File: config.mk
export PLATFORM = sky130hd
export DESIGN_NAME = pispc_top
export DESIGN_NICKNAME = d
export VERILOG_FILES = /design/src/logic/pispc_pkg.sv /design/src/logic/pispc_top.sv /design/src/logic/pispc_integrator.sv
export VERILOG_INCLUDE_DIRS = /design/src /design/src/logic
export SDC_FILE = /design/constraint.sdc
export NUM_CORES = 2
export LEC_CHECK = 0
export BUFFER_PORTS_ARGS = -buffer_cell sky130_fd_sc_hd__buf_2
export CAP_MARGIN = 20
export CORE_MARGIN = 3
export CORE_UTILIZATION = 45
export DETAILED_ROUTE_END_ITERATION = 10
export PLACE_DENSITY = 0.67
export SLEW_MARGIN = 20
export SYNTH_ARGS = -nofsm -noshare
export SYNTH_HDL_FRONTEND = slang
export SYNTH_HIERARCHICAL = 1
export SYNTH_SLANG_ARGS = --single-unit
export TNS_END_PERCENT = 10
File: constraint.sdc
create_clock -name clk_in -period 23.8 [get_ports clk_in]
set_input_delay 4.76 -clock clk_in [delete_from_list [all_inputs] [get_ports clk_in]]
set_output_delay 4.76 -clock clk_in [all_outputs]
set_load 0.03 [all_outputs]
File: src/logic/pispc_regs.svh
`ifndef PISPC_REGS_SVH
`define PISPC_REGS_SVH

// ----------------------------------------
// Register offsets and fields
// ----------------------------------------
`define PISPC_SETPOINT_WORD_OFS 16'h0006
`define PISPC_CMD_SEL_OFS 16'h000f
`define PISPC_CMD_SEL_SP_BIT 1
`define PISPC_SETPOINT_WORD_RST 16'h0000
`define PISPC_CMD_SEL_RST 16'h0000

// ----------------------------------------
// Function codes and modes
// ----------------------------------------
`define PISPC_FUNC_SETPOINT 8'h0c
`define PISPC_FUNC_FEEDBACK 8'h0b
`define PISPC_FUNC_DIFF_FB 8'h16
`define PISPC_MODE_OFF 3'h0
`define PISPC_MODE_BUILD_1 3'h1
`define PISPC_MODE_BUILD_2 3'h2
`define PISPC_MODE_TRIM_3 3'h3
`define PISPC_MODE_TRIM_4 3'h4
`define PISPC_GAIN_FRAC_BITS 8

// ----------------------------------------
// Timing
// ----------------------------------------
`define PISPC_CLK_NS 20
`define PISPC_SAMPLE_NS 1000000
`define PISPC_TI_UNIT_NS 100000000
`define PISPC_SAMPLE_CYCLES (`PISPC_SAMPLE_NS / `PISPC_CLK_NS)
`define PISPC_SAMPLES_PER_TI_UNIT (`PISPC_TI_UNIT_NS / `PISPC_SAMPLE_NS)

`endif

File: src/logic/pispc_pkg.sv
package pispc_pkg;

    // ----------------------------------------
    // Carriers
    // ----------------------------------------
    typedef struct packed {
        logic [7:0] function_select;
        logic signed [15:0] sample;
    } pispc_ain_t;

    typedef struct packed {
        logic wr_en;
        logic rd_en;
        logic [15:0] addr;
        logic [15:0] wdata;
    } pispc_reg_req_t;

    // ----------------------------------------
    // Sequencer states
    // ----------------------------------------
    typedef enum logic [1:0] {
        PISPC_ST_IDLE,
        PISPC_ST_INTEG,
        PISPC_ST_OUTPUT
    } pispc_state_t;

    typedef struct packed {
        pispc_state_t state;
        logic [31:0] sample_cnt;
        logic [15:0] setpoint_word;
        logic [15:0] cmd_sel;
        logic [15:0] rdata;
        logic signed [15:0] dev;
        logic signed [15:0] p_term;
        logic signed [15:0] pi_out;
        logic signed [15:0] freq_out;
        logic int_start;
        logic cfg_err;
        logic diff_active;
        logic sample_done;
    } pispc_top_state_t;

    typedef struct packed {
        logic signed [39:0] acc;
        logic [39:0] dq;
        logic [32:0] rem;
        logic [5:0] steps;
        logic busy;
        logic neg;
        logic done;
        logic signed [15:0] integ;
    } pispc_int_state_t;

endpackage

File: src/logic/pispc_top.sv
// How it works
// - Deviation is setpoint minus feedback, steering output frequency to shrink it.
// - Proportional term is deviation times proportional gain, linear and direct.
// - Integral term is the accumulated deviation, removing the steady offset.
// - Integral time constant scales the integral; shorter means faster.
// - Modes 1 and 2 take a dedicated setpoint, else the frequency reference.
// - Modes 3 and 4 take the setpoint from dedicated sources only.
// - An analogue input with function code C supplies the setpoint.
// - Master sets command bit 1 and writes setpoint word; device uses it.
// - Stored setpoint enable at 1 selects the stored setpoint value.
// - Setpoint assigned to several sources raises the configuration error alarm.
// - Primary feedback comes from the analogue input with code B.
// - Primary feedback assigned twice raises the configuration error alarm.
// - Differential feedback comes from the analogue input with code 16.
// - Differential operation turns on whenever an input carries code 16.
// - Differential feedback assigned twice raises the configuration error alarm.
// - Mode 1 makes the controller output the frequency reference.
// - Mode 3 adds controller output to the ordinary frequency reference.
// - Integral time zero switches the integral path off.
`include "pispc_regs.svh"

module pispc_top #(
    parameter int SAMPLE_CYCLES = `PISPC_SAMPLE_CYCLES,
    parameter int SAMPLES_PER_TI_UNIT = `PISPC_SAMPLES_PER_TI_UNIT
) (
    input wire logic clk_in,
    input wire logic rstn_in,
    input wire pispc_pkg::pispc_reg_req_t reg_req_in,
    output logic [15:0] reg_rdata_out,
    input wire logic [2:0] controller_function_mode_in,
    input wire pispc_pkg::pispc_ain_t analog_input_one_in,
    input wire pispc_pkg::pispc_ain_t analog_input_two_in,
    input wire logic stored_setpoint_enable_in,
    input wire logic signed [15:0] stored_setpoint_value_in,
    input wire logic [15:0] prop_gain_in,
    input wire logic [15:0] integral_time_setting_in,
    input wire logic signed [15:0] freq_ref_in,
    output logic signed [15:0] freq_out_out,
    output logic signed [15:0] pi_output_out,
    output logic signed [15:0] deviation_out,
    output logic config_error_alarm_out,
    output logic diff_feedback_active_out,
    output logic sample_done_out
);

    localparam logic [31:0] SAMPLE_LAST = 32'(SAMPLE_CYCLES - 1);
    localparam int NUM_AIN = 2;

    pispc_pkg::pispc_top_state_t s_r;
    pispc_pkg::pispc_top_state_t s_nxt;

    pispc_pkg::pispc_ain_t ain [NUM_AIN];
    logic [NUM_AIN-1:0] is_sp;
    logic [NUM_AIN-1:0] is_fb;
    logic [NUM_AIN-1:0] is_dfb;

    logic modbus_sp_sel;
    logic stored_sp_sel;
    logic [2:0] sp_count;
    logic sp_dup;
    logic fb_dup;
    logic dfb_dup;
    logic dfb_on;
    logic mode_build;
    logic mode_trim;
    logic pi_enabled;
    logic integ_clear;

    logic signed [15:0] setpoint;
    logic signed [15:0] fb_primary;
    logic signed [15:0] fb_diff;
    logic signed [15:0] fb_eff;
    logic signed [16:0] fb_sub;
    logic signed [16:0] dev_sub;
    logic signed [32:0] p_prod;
    logic signed [16:0] pi_sum;
    logic signed [16:0] trim_sum;

    logic int_done;
    logic signed [15:0] int_val;

    function automatic logic signed [15:0] sat16(input logic signed [32:0] v);
        if (v > 33'sh0_0000_7fff) begin
            sat16 = 16'sh7fff;
        end else if (v < -33'sh0_0000_7fff) begin
            sat16 = 16'sh8001;
        end else begin
            sat16 = v[15:0];
        end
    endfunction

    // ----------------------------------------
    // Per-input function decode
    // ----------------------------------------
    assign ain[0] = analog_input_one_in;
    assign ain[1] = analog_input_two_in;

    for (genvar g = 0; g < NUM_AIN; g++) begin : g_ain
        assign is_sp[g] = (ain[g].function_select == `PISPC_FUNC_SETPOINT);
        assign is_fb[g] = (ain[g].function_select == `PISPC_FUNC_FEEDBACK);
        assign is_dfb[g] = (ain[g].function_select == `PISPC_FUNC_DIFF_FB);
    end

    // ----------------------------------------
    // Source selection and allocation checks
    // ----------------------------------------
    assign modbus_sp_sel = s_r.cmd_sel[`PISPC_CMD_SEL_SP_BIT];
    assign stored_sp_sel = stored_setpoint_enable_in;
    assign sp_count = 3'(is_sp[0]) + 3'(is_sp[1]) + 3'(modbus_sp_sel) + 3'(stored_sp_sel);
    assign sp_dup = (sp_count > 3'h1);
    assign fb_dup = &is_fb;
    assign dfb_dup = &is_dfb;
    // No enable of its own: assigning the code is the switch
    assign dfb_on = |is_dfb;

    assign mode_build = (controller_function_mode_in == `PISPC_MODE_BUILD_1) ||
                        (controller_function_mode_in == `PISPC_MODE_BUILD_2);
    assign mode_trim = (controller_function_mode_in == `PISPC_MODE_TRIM_3) ||
                       (controller_function_mode_in == `PISPC_MODE_TRIM_4);
    assign pi_enabled = (mode_build || mode_trim) && !s_r.cfg_err;
    // Cleared while off so re-enabling never starts from stale windup
    assign integ_clear = !pi_enabled || (integral_time_setting_in == 16'h0000);

    always_comb begin
        if (is_sp[0]) begin
            setpoint = ain[0].sample;
        end else if (is_sp[1]) begin
            setpoint = ain[1].sample;
        end else if (modbus_sp_sel) begin
            setpoint = $signed(s_r.setpoint_word);
        end else if (stored_sp_sel) begin
            setpoint = stored_setpoint_value_in;
        end else if (mode_build) begin
            setpoint = freq_ref_in;
        end else begin
            // Trim modes have no fallback source
            setpoint = 16'sh0000;
        end
    end

    always_comb begin
        if (is_fb[0]) begin
            fb_primary = ain[0].sample;
        end else if (is_fb[1]) begin
            fb_primary = ain[1].sample;
        end else begin
            fb_primary = 16'sh0000;
        end
        if (is_dfb[0]) begin
            fb_diff = ain[0].sample;
        end else if (is_dfb[1]) begin
            fb_diff = ain[1].sample;
        end else begin
            fb_diff = 16'sh0000;
        end
    end

    // ----------------------------------------
    // Arithmetic
    // ----------------------------------------
    assign fb_sub = 17'(fb_primary) - 17'(fb_diff);
    assign fb_eff = dfb_on ? sat16(33'(fb_sub)) : fb_primary;
    assign dev_sub = 17'(setpoint) - 17'(fb_eff);
    assign p_prod = s_r.dev * $signed({1'b0, prop_gain_in});
    assign pi_sum = 17'(s_r.p_term) + 17'(int_val);
    assign trim_sum = 17'(freq_ref_in) + 17'(s_r.pi_out);

    // ----------------------------------------
    // Integral path
    // ----------------------------------------
    pispc_integrator #(
        .SAMPLES_PER_TI_UNIT(SAMPLES_PER_TI_UNIT)
    ) u_integ (
        .clk_in(clk_in),
        .rstn_in(rstn_in),
        .start_in(s_r.int_start),
        .clear_in(integ_clear),
        .dev_in(s_r.dev),
        .ti_in(integral_time_setting_in),
        .done_out(int_done),
        .integ_out(int_val)
    );

    // ----------------------------------------
    // Next state
    // ----------------------------------------
    always_comb begin
        s_nxt = s_r;
        s_nxt.int_start = 1'b0;
        s_nxt.sample_done = 1'b0;
        s_nxt.cfg_err = sp_dup || fb_dup || dfb_dup;
        s_nxt.diff_active = dfb_on;

        // Register port: plain write, read answered next cycle
        if (reg_req_in.wr_en) begin
            if (reg_req_in.addr == `PISPC_SETPOINT_WORD_OFS) begin
                s_nxt.setpoint_word = reg_req_in.wdata;
            end else if (reg_req_in.addr == `PISPC_CMD_SEL_OFS) begin
                s_nxt.cmd_sel = reg_req_in.wdata;
            end
        end
        if (reg_req_in.rd_en) begin
            if (reg_req_in.addr == `PISPC_SETPOINT_WORD_OFS) begin
                s_nxt.rdata = s_r.setpoint_word;
            end else if (reg_req_in.addr == `PISPC_CMD_SEL_OFS) begin
                s_nxt.rdata = s_r.cmd_sel;
            end else begin
                s_nxt.rdata = 16'h0000;
            end
        end

        // Sample timebase free-runs so the rate never depends on mode
        if (s_r.sample_cnt >= SAMPLE_LAST) begin
            s_nxt.sample_cnt = '0;
        end else begin
            s_nxt.sample_cnt = s_r.sample_cnt + 32'h1;
        end

        unique case (s_r.state)
            pispc_pkg::PISPC_ST_IDLE: begin
                if (s_r.sample_cnt >= SAMPLE_LAST) begin
                    s_nxt.dev = sat16(33'(dev_sub));
                    s_nxt.int_start = 1'b1;
                    s_nxt.state = pispc_pkg::PISPC_ST_INTEG;
                end
            end
            pispc_pkg::PISPC_ST_INTEG: begin
                s_nxt.p_term = sat16(p_prod >>> `PISPC_GAIN_FRAC_BITS);
                if (int_done) begin
                    s_nxt.state = pispc_pkg::PISPC_ST_OUTPUT;
                end
            end
            pispc_pkg::PISPC_ST_OUTPUT: begin
                if (pi_enabled) begin
                    s_nxt.pi_out = sat16(33'(pi_sum));
                end else begin
                    s_nxt.pi_out = 16'sh0000;
                end
                s_nxt.state = pispc_pkg::PISPC_ST_IDLE;
                s_nxt.sample_done = 1'b1;
            end
        endcase

        // Output frequency is the latest controller result in modes 1 and 2, the reference plus that result in modes 3 and 4, else the frequency reference
        if (pi_enabled && mode_build) begin
            s_nxt.freq_out = s_r.pi_out;
        end else if (pi_enabled && mode_trim) begin
            s_nxt.freq_out = sat16(33'(trim_sum));
        end else begin
            s_nxt.freq_out = freq_ref_in;
        end
    end

    always_ff @(posedge clk_in) begin
        if (!rstn_in) begin
            s_r <= '0;
            s_r.state <= pispc_pkg::PISPC_ST_IDLE;
            s_r.setpoint_word <= `PISPC_SETPOINT_WORD_RST;
            s_r.cmd_sel <= `PISPC_CMD_SEL_RST;
        end else begin
            s_r <= s_nxt;
        end
    end

    // ----------------------------------------
    // Outputs
    // ----------------------------------------
    assign reg_rdata_out = s_r.rdata;
    assign freq_out_out = s_r.freq_out;
    assign pi_output_out = s_r.pi_out;
    assign deviation_out = s_r.dev;
    assign config_error_alarm_out = s_r.cfg_err;
    assign diff_feedback_active_out = s_r.diff_active;
    assign sample_done_out = s_r.sample_done;

endmodule // pispc_top

File: src/logic/pispc_integrator.sv
`include "pispc_regs.svh"

module pispc_integrator #(
    parameter int SAMPLES_PER_TI_UNIT = `PISPC_SAMPLES_PER_TI_UNIT
) (
    input wire logic clk_in,
    input wire logic rstn_in,
    input wire logic start_in,
    input wire logic clear_in,
    input wire logic signed [15:0] dev_in,
    input wire logic [15:0] ti_in,
    output logic done_out,
    output logic signed [15:0] integ_out
);

    localparam int DQ_W = 40;
    localparam logic [15:0] STEPS_PER_UNIT = 16'(SAMPLES_PER_TI_UNIT);

    pispc_pkg::pispc_int_state_t s_r;
    pispc_pkg::pispc_int_state_t s_nxt;

    logic signed [40:0] acc_sum;
    logic [31:0] divisor;
    logic [32:0] rem_sh;
    logic [39:0] acc_mag;

    // ----------------------------------------
    // Accumulate, then scale by the time constant
    // ----------------------------------------
    // Sum of deviations divided by Ti in samples: shorter Ti, faster rise
    assign divisor = ti_in * STEPS_PER_UNIT;
    assign acc_sum = 41'(s_r.acc) + 41'(dev_in);
    assign rem_sh = {s_r.rem[31:0], s_r.dq[DQ_W-1]};
    assign acc_mag = s_r.acc[39] ? 40'(-s_r.acc) : 40'(s_r.acc);

    always_comb begin
        s_nxt = s_r;
        s_nxt.done = 1'b0;
        if (clear_in) begin
            // Integral path off: nothing held, answers zero at once
            s_nxt.acc = '0;
            s_nxt.busy = 1'b0;
            s_nxt.integ = '0;
            // Aborted division still answers, else the sequencer waits forever
            s_nxt.done = start_in || s_r.busy;
        end else if (start_in && !s_r.busy) begin
            // Saturate rather than wrap so a long offset cannot flip sign
            if (acc_sum[40] != acc_sum[39]) begin
                s_nxt.acc = acc_sum[40] ? {1'b1, 39'h0} : {1'b0, {39{1'b1}}};
            end else begin
                s_nxt.acc = acc_sum[39:0];
            end
            s_nxt.busy = 1'b1;
            s_nxt.steps = '0;
            s_nxt.rem = '0;
            s_nxt.neg = 1'b0;
        end else if (s_r.busy && s_r.steps == 6'h00 && s_r.rem == 33'h0 && !s_r.neg && s_r.dq == 40'h0
                     && s_r.acc != 40'h0) begin
            // Load magnitude of the fresh sum on the first busy cycle
            s_nxt.dq = acc_mag;
            s_nxt.neg = s_r.acc[39];
            s_nxt.steps = 6'h01;
        end else if (s_r.busy && s_r.steps < 6'(DQ_W + 1)) begin
            if (s_r.steps == 6'h00) begin
                s_nxt.dq = acc_mag;
                s_nxt.neg = s_r.acc[39];
                s_nxt.steps = 6'h01;
            end else if (rem_sh >= {1'b0, divisor}) begin
                s_nxt.rem = rem_sh - {1'b0, divisor};
                s_nxt.dq = {s_r.dq[DQ_W-2:0], 1'b1};
                s_nxt.steps = s_r.steps + 6'h01;
            end else begin
                s_nxt.rem = rem_sh;
                s_nxt.dq = {s_r.dq[DQ_W-2:0], 1'b0};
                s_nxt.steps = s_r.steps + 6'h01;
            end
        end else if (s_r.busy) begin
            s_nxt.busy = 1'b0;
            s_nxt.done = 1'b1;
            if (|s_r.dq[39:15]) begin
                s_nxt.integ = s_r.neg ? 16'sh8001 : 16'sh7fff;
            end else begin
                s_nxt.integ = s_r.neg ? -$signed({1'b0, s_r.dq[14:0]}) : $signed({1'b0, s_r.dq[14:0]});
            end
        end
    end

    always_ff @(posedge clk_in) begin
        if (!rstn_in) begin
            s_r <= '0;
        end else begin
            s_r <= s_nxt;
        end
    end

    assign done_out = s_r.done;
    assign integ_out = s_r.integ;

endmodule // pispc_integrator

==> results.tsv <==
stage	metric	value	unit
status	run status	complete, no violations	
cells_and_area	Layout Area Growth over Synthesis	7.55	%
timing	RSZ-0062 raised after global routing	no	
placement	RePlAce Congestion	0.919	
run	Max-Cap Viols	0	
detailed_routing	Routed Antenna Nets	0	
timing	Setup TNS Final	0	ns
timing	Final Slew Violations	0	
logic_synthesis	top_reg_cell synth	dfxtp_1	
critical_path	crit path capture type	flop	
clocking	clock sink count	287	
timing	post-route clock skew	0.0178	ns
global_route	largest net degree at the start of global routing	87	
clocking	hold buffers post-CTS	0	
clocking	Worst-path clk slew	0.06	ns
clocking	CTS root buf	clkbuf_16	
die	row count	97	
die	CORE AREA	0.0703	mm²
timing	final setup vio count	0	
logic_synthesis	post-synthesis sequential area ratio	17.9	%
logic_synthesis	post-synth cell types	100	
detailed_routing	final wirelength	87.0	mm
die	die width	273	µm
die	die height	273	µm
logic_synthesis	number of flops mapped to enable cells by yosys	0	
hold_path	hold depth	1	
placement	Inst Count DP	4922	
timing	Slew @ Worst Pin	1.06	ns
timing	slew margin rel.	29.0	%
cells_and_area	Final #Nets	4683	
placement	DPL Wire Length	66.3	mm
logic_synthesis	Syn Area/Cell	8.04	µm²
logic_synthesis	Post-Syn Area	0.0320	mm²
critical_path	critical path class	input pin to flop	
critical_path	Critical Path AT	13.43	ns
critical_path	Worst Path Required	24.24	ns
global_route	vias in the first global route	26500	
logic_synthesis	Yosys warnings	6	
clocking	CTS Buf Count	30	
clocking	Worst-Skew Late Latency	0.57	ns
critical_path	critical-path maximum fanout	15	
global_route	grt total ovfl	0	
logic_synthesis	Synth Register Bits	287	
critical_path	slowest stage delay, CP	0.87	ns
die	IO Pins	219	
detailed_routing	vias	28500	
detailed_routing	1st-pass router iterations	5	
die	Initial Util	45.6	%
critical_path	Critical-path top delay cell	nor2_1	
cells_and_area	layout cells sized above 1	9.63	%
cells_and_area	Filler cells	6876	
placement	PortBufs	218	
clocking	deepest clock path buffer count	3	
hold_path	Hold Path Class	flop to flop	
clocking	Setup Buffers After CTS	0	
timing	final hold vios	0	
critical_path	reg2reg path depth	20	
global_route	initial antenna violation count	5	
cells_and_area	Post-Layout Cell Count	4984	
timing	fin crit share	54.6	%
critical_path	reg-to-reg endpoint	s_r[40]$_SDFFE_PN0N_	
clocking	post-cts sizing count	0	
timing	post-layout min period	12.98	ns
critical_path	CP Launch Type	input pin	
timing	Achievable Freq	77.0	MHz
hold_path	hold-critical path endpoint	s_r[116]$_SDFF_PP0_	
clocking	htree depth	1	
detailed_routing	Post-route DRC	0	
logic_synthesis	cell count after synthesis	3984	
global_route	Global Route Usage Sum	22.5	%
global_route	first-pass GRT wire length	139	mm
detailed_routing	WL/cell	17.5	µm
detailed_routing	Initial DRC Count	2289	
critical_path	Worst R2R Start	deviation_out[11]$_SDFFE_PN0P_	
clocking	TritonCTS clock tree	yes	
critical_path	r2r setup slk	15.33	ns
hold_path	Hold Startpoint	s_r[116]$_SDFF_PP0_	
die	DIE AREA	0.0744	mm²
logic_synthesis	Async S/R FF share, synth	0	%
detailed_routing	vias per inst	5.71	
## logic make-up after synthesis
| family | Yosys count | share of synthesized area [%] |
|---|---|---|
| simple gates | 1205 | 18.5 |
| compound gates | 1076 | 22.3 |
| buf+inv | 629 | 8.38 |
| fa+ha+maj | 559 | 26.5 |
| flops | 287 | 17.9 |
| xor+xnor | 191 | 5.27 |
| mux | 36 | 1.13 |
| other cells | 1 | 0.0117 |
## worst max-delay path, delay by kind of cell
family | cells | cell delay, ns
AO/OA/AOI/OAI | 16 | 4.14
adder cells (fa/ha/maj) | 4 | 1.17
buffers and inverters | 5 | 0.60
AND/OR/NAND/NOR | 6 | 2.75
## worst max-delay path by stage
| stage | end | from | depth (start not counted) | slack (ns) |
|---|---|---|---|---|
| 5_1_grt | deviation_out[9]$_SDFFE_PN0P_ | analog_input_one_in[21] | 31 | 10.23 |
| 3_5_place_dp | deviation_out[9]$_SDFFE_PN0P_ | analog_input_one_in[21] | 31 | 10.38 |
| 4_1_cts | deviation_out[4]$_SDFFE_PN0P_ | analog_input_one_in[21] | 31 | 10.95 |
| 6_report | deviation_out[4]$_SDFFE_PN0P_ | analog_input_one_in[21] | 31 | 10.82 |
| 3_3_place_gp | deviation_out[2]$_SDFFE_PN0P_ | analog_input_one_in[21] | 31 | 10.57 |
| 2_1_floorplan | deviation_out[2]$_SDFFE_PN0P_ | analog_input_two_in[23] | 29 | 11.83 |
## synthesized netlist by cell type (15+ instances only)
cell | count | share of area (%)
a211oi_1 | 81 | 1.9
a21o_1 | 74 | 1.7
a21oi_1 | 303 | 4.7
a22o_1 | 23 | 0.63
a22oi_1 | 49 | 1.1
a31oi_1 | 32 | 0.63
and2_1 | 124 | 2.4
and3_1 | 26 | 0.51
buf_4 | 80 | 1.9
clkbuf_1 | 170 | 2.0
dfxtp_1 | 287 | 18
fa_1 | 211 | 13
ha_1 | 305 | 12
inv_1 | 359 | 4.2
maj3_1 | 43 | 1.3
mux2i_1 | 35 | 1.1
nand2_1 | 421 | 4.9
nand2b_1 | 37 | 0.72
nand3_1 | 54 | 0.84
nand4_1 | 28 | 0.55
nor2_1 | 243 | 2.8
nor2b_1 | 66 | 1.3
nor3_1 | 60 | 0.94
nor4_1 | 28 | 0.55
o211ai_1 | 28 | 0.66
o21a_1 | 31 | 0.73
o21ai_0 | 210 | 3.3
o221a_2 | 16 | 0.56
o221ai_1 | 16 | 0.44
o22ai_1 | 15 | 0.29
o31ai_1 | 24 | 0.56
or2_2 | 17 | 0.33
or3_1 | 29 | 0.57
xnor2_1 | 77 | 2.1
xor2_1 | 113 | 3.1
## per-stage QoR
step	utilization [%]	setup WS (ns)	hold slack, ns	cell area, µm²
after global routing	49.0	10.23	0.468	34400
after CTS	48.9	10.95	0.450	34400
after floorplan	-	11.83	0.413	32100
after detailed placement	47.4	10.38	0.436	33300
after global placement	47.4	10.57	0.430	33300
final	49.0	10.82	0.446	34400
## cells in the final DEF (no fill, tap or decap), types with 113 or more instances in the layout
cell type and instances:
dfxtp_1 286, inv_1 358, nor2_1 240, a21oi_1 301
and2_1 124, fa_1 211, nand2_1 420, ha_1 305
xor2_1 113, buf_2 218, o21ai_0 210
## routing by layer
layer / share of wire, % / wire length [µm] / global-route usage (%) / vias to the layer above
met1: 46 / 39700 / 31.0 / 13700
li1: - / - / - / 13900
met3: 4.9 / 4290 / 1.48 / 116
met2: 47 / 41100 / 38.3 / 740
met5: 0 / 0 / 0 / -
met4: 2.2 / 1930 / 5.61 / 0
## layout make-up
type / instances / area (µm²) / area share, %
inverter: 359 / 1350 / 3.91
tap: 940 / 1180 / 3.42
antenna: 6 / 15.0 / 0.0436
timing repair buffer: 254 / 1380 / 4.01
clock inverter: 19 / 245 / 0.712
clock buffer: 36 / 815 / 2.37
sequential: 287 / 5750 / 16.7
multi-input combinational: 3083 / 23700 / 68.8
## flip-flops by register name, summed over array words and instances, names as in the netlist, 16 cells and up
name	flops
freq_out_out	16
u_integ/s_r	87
u_integ/rem_sh	33
s_r	82
u_integ/integ_out	16
deviation_out	16
reg_rdata_out	16
pi_output_out	16
Power is left out: the tool's default activity adds up to more than one toggle a clock period on the data nets, which glitch-free logic cannot reach.
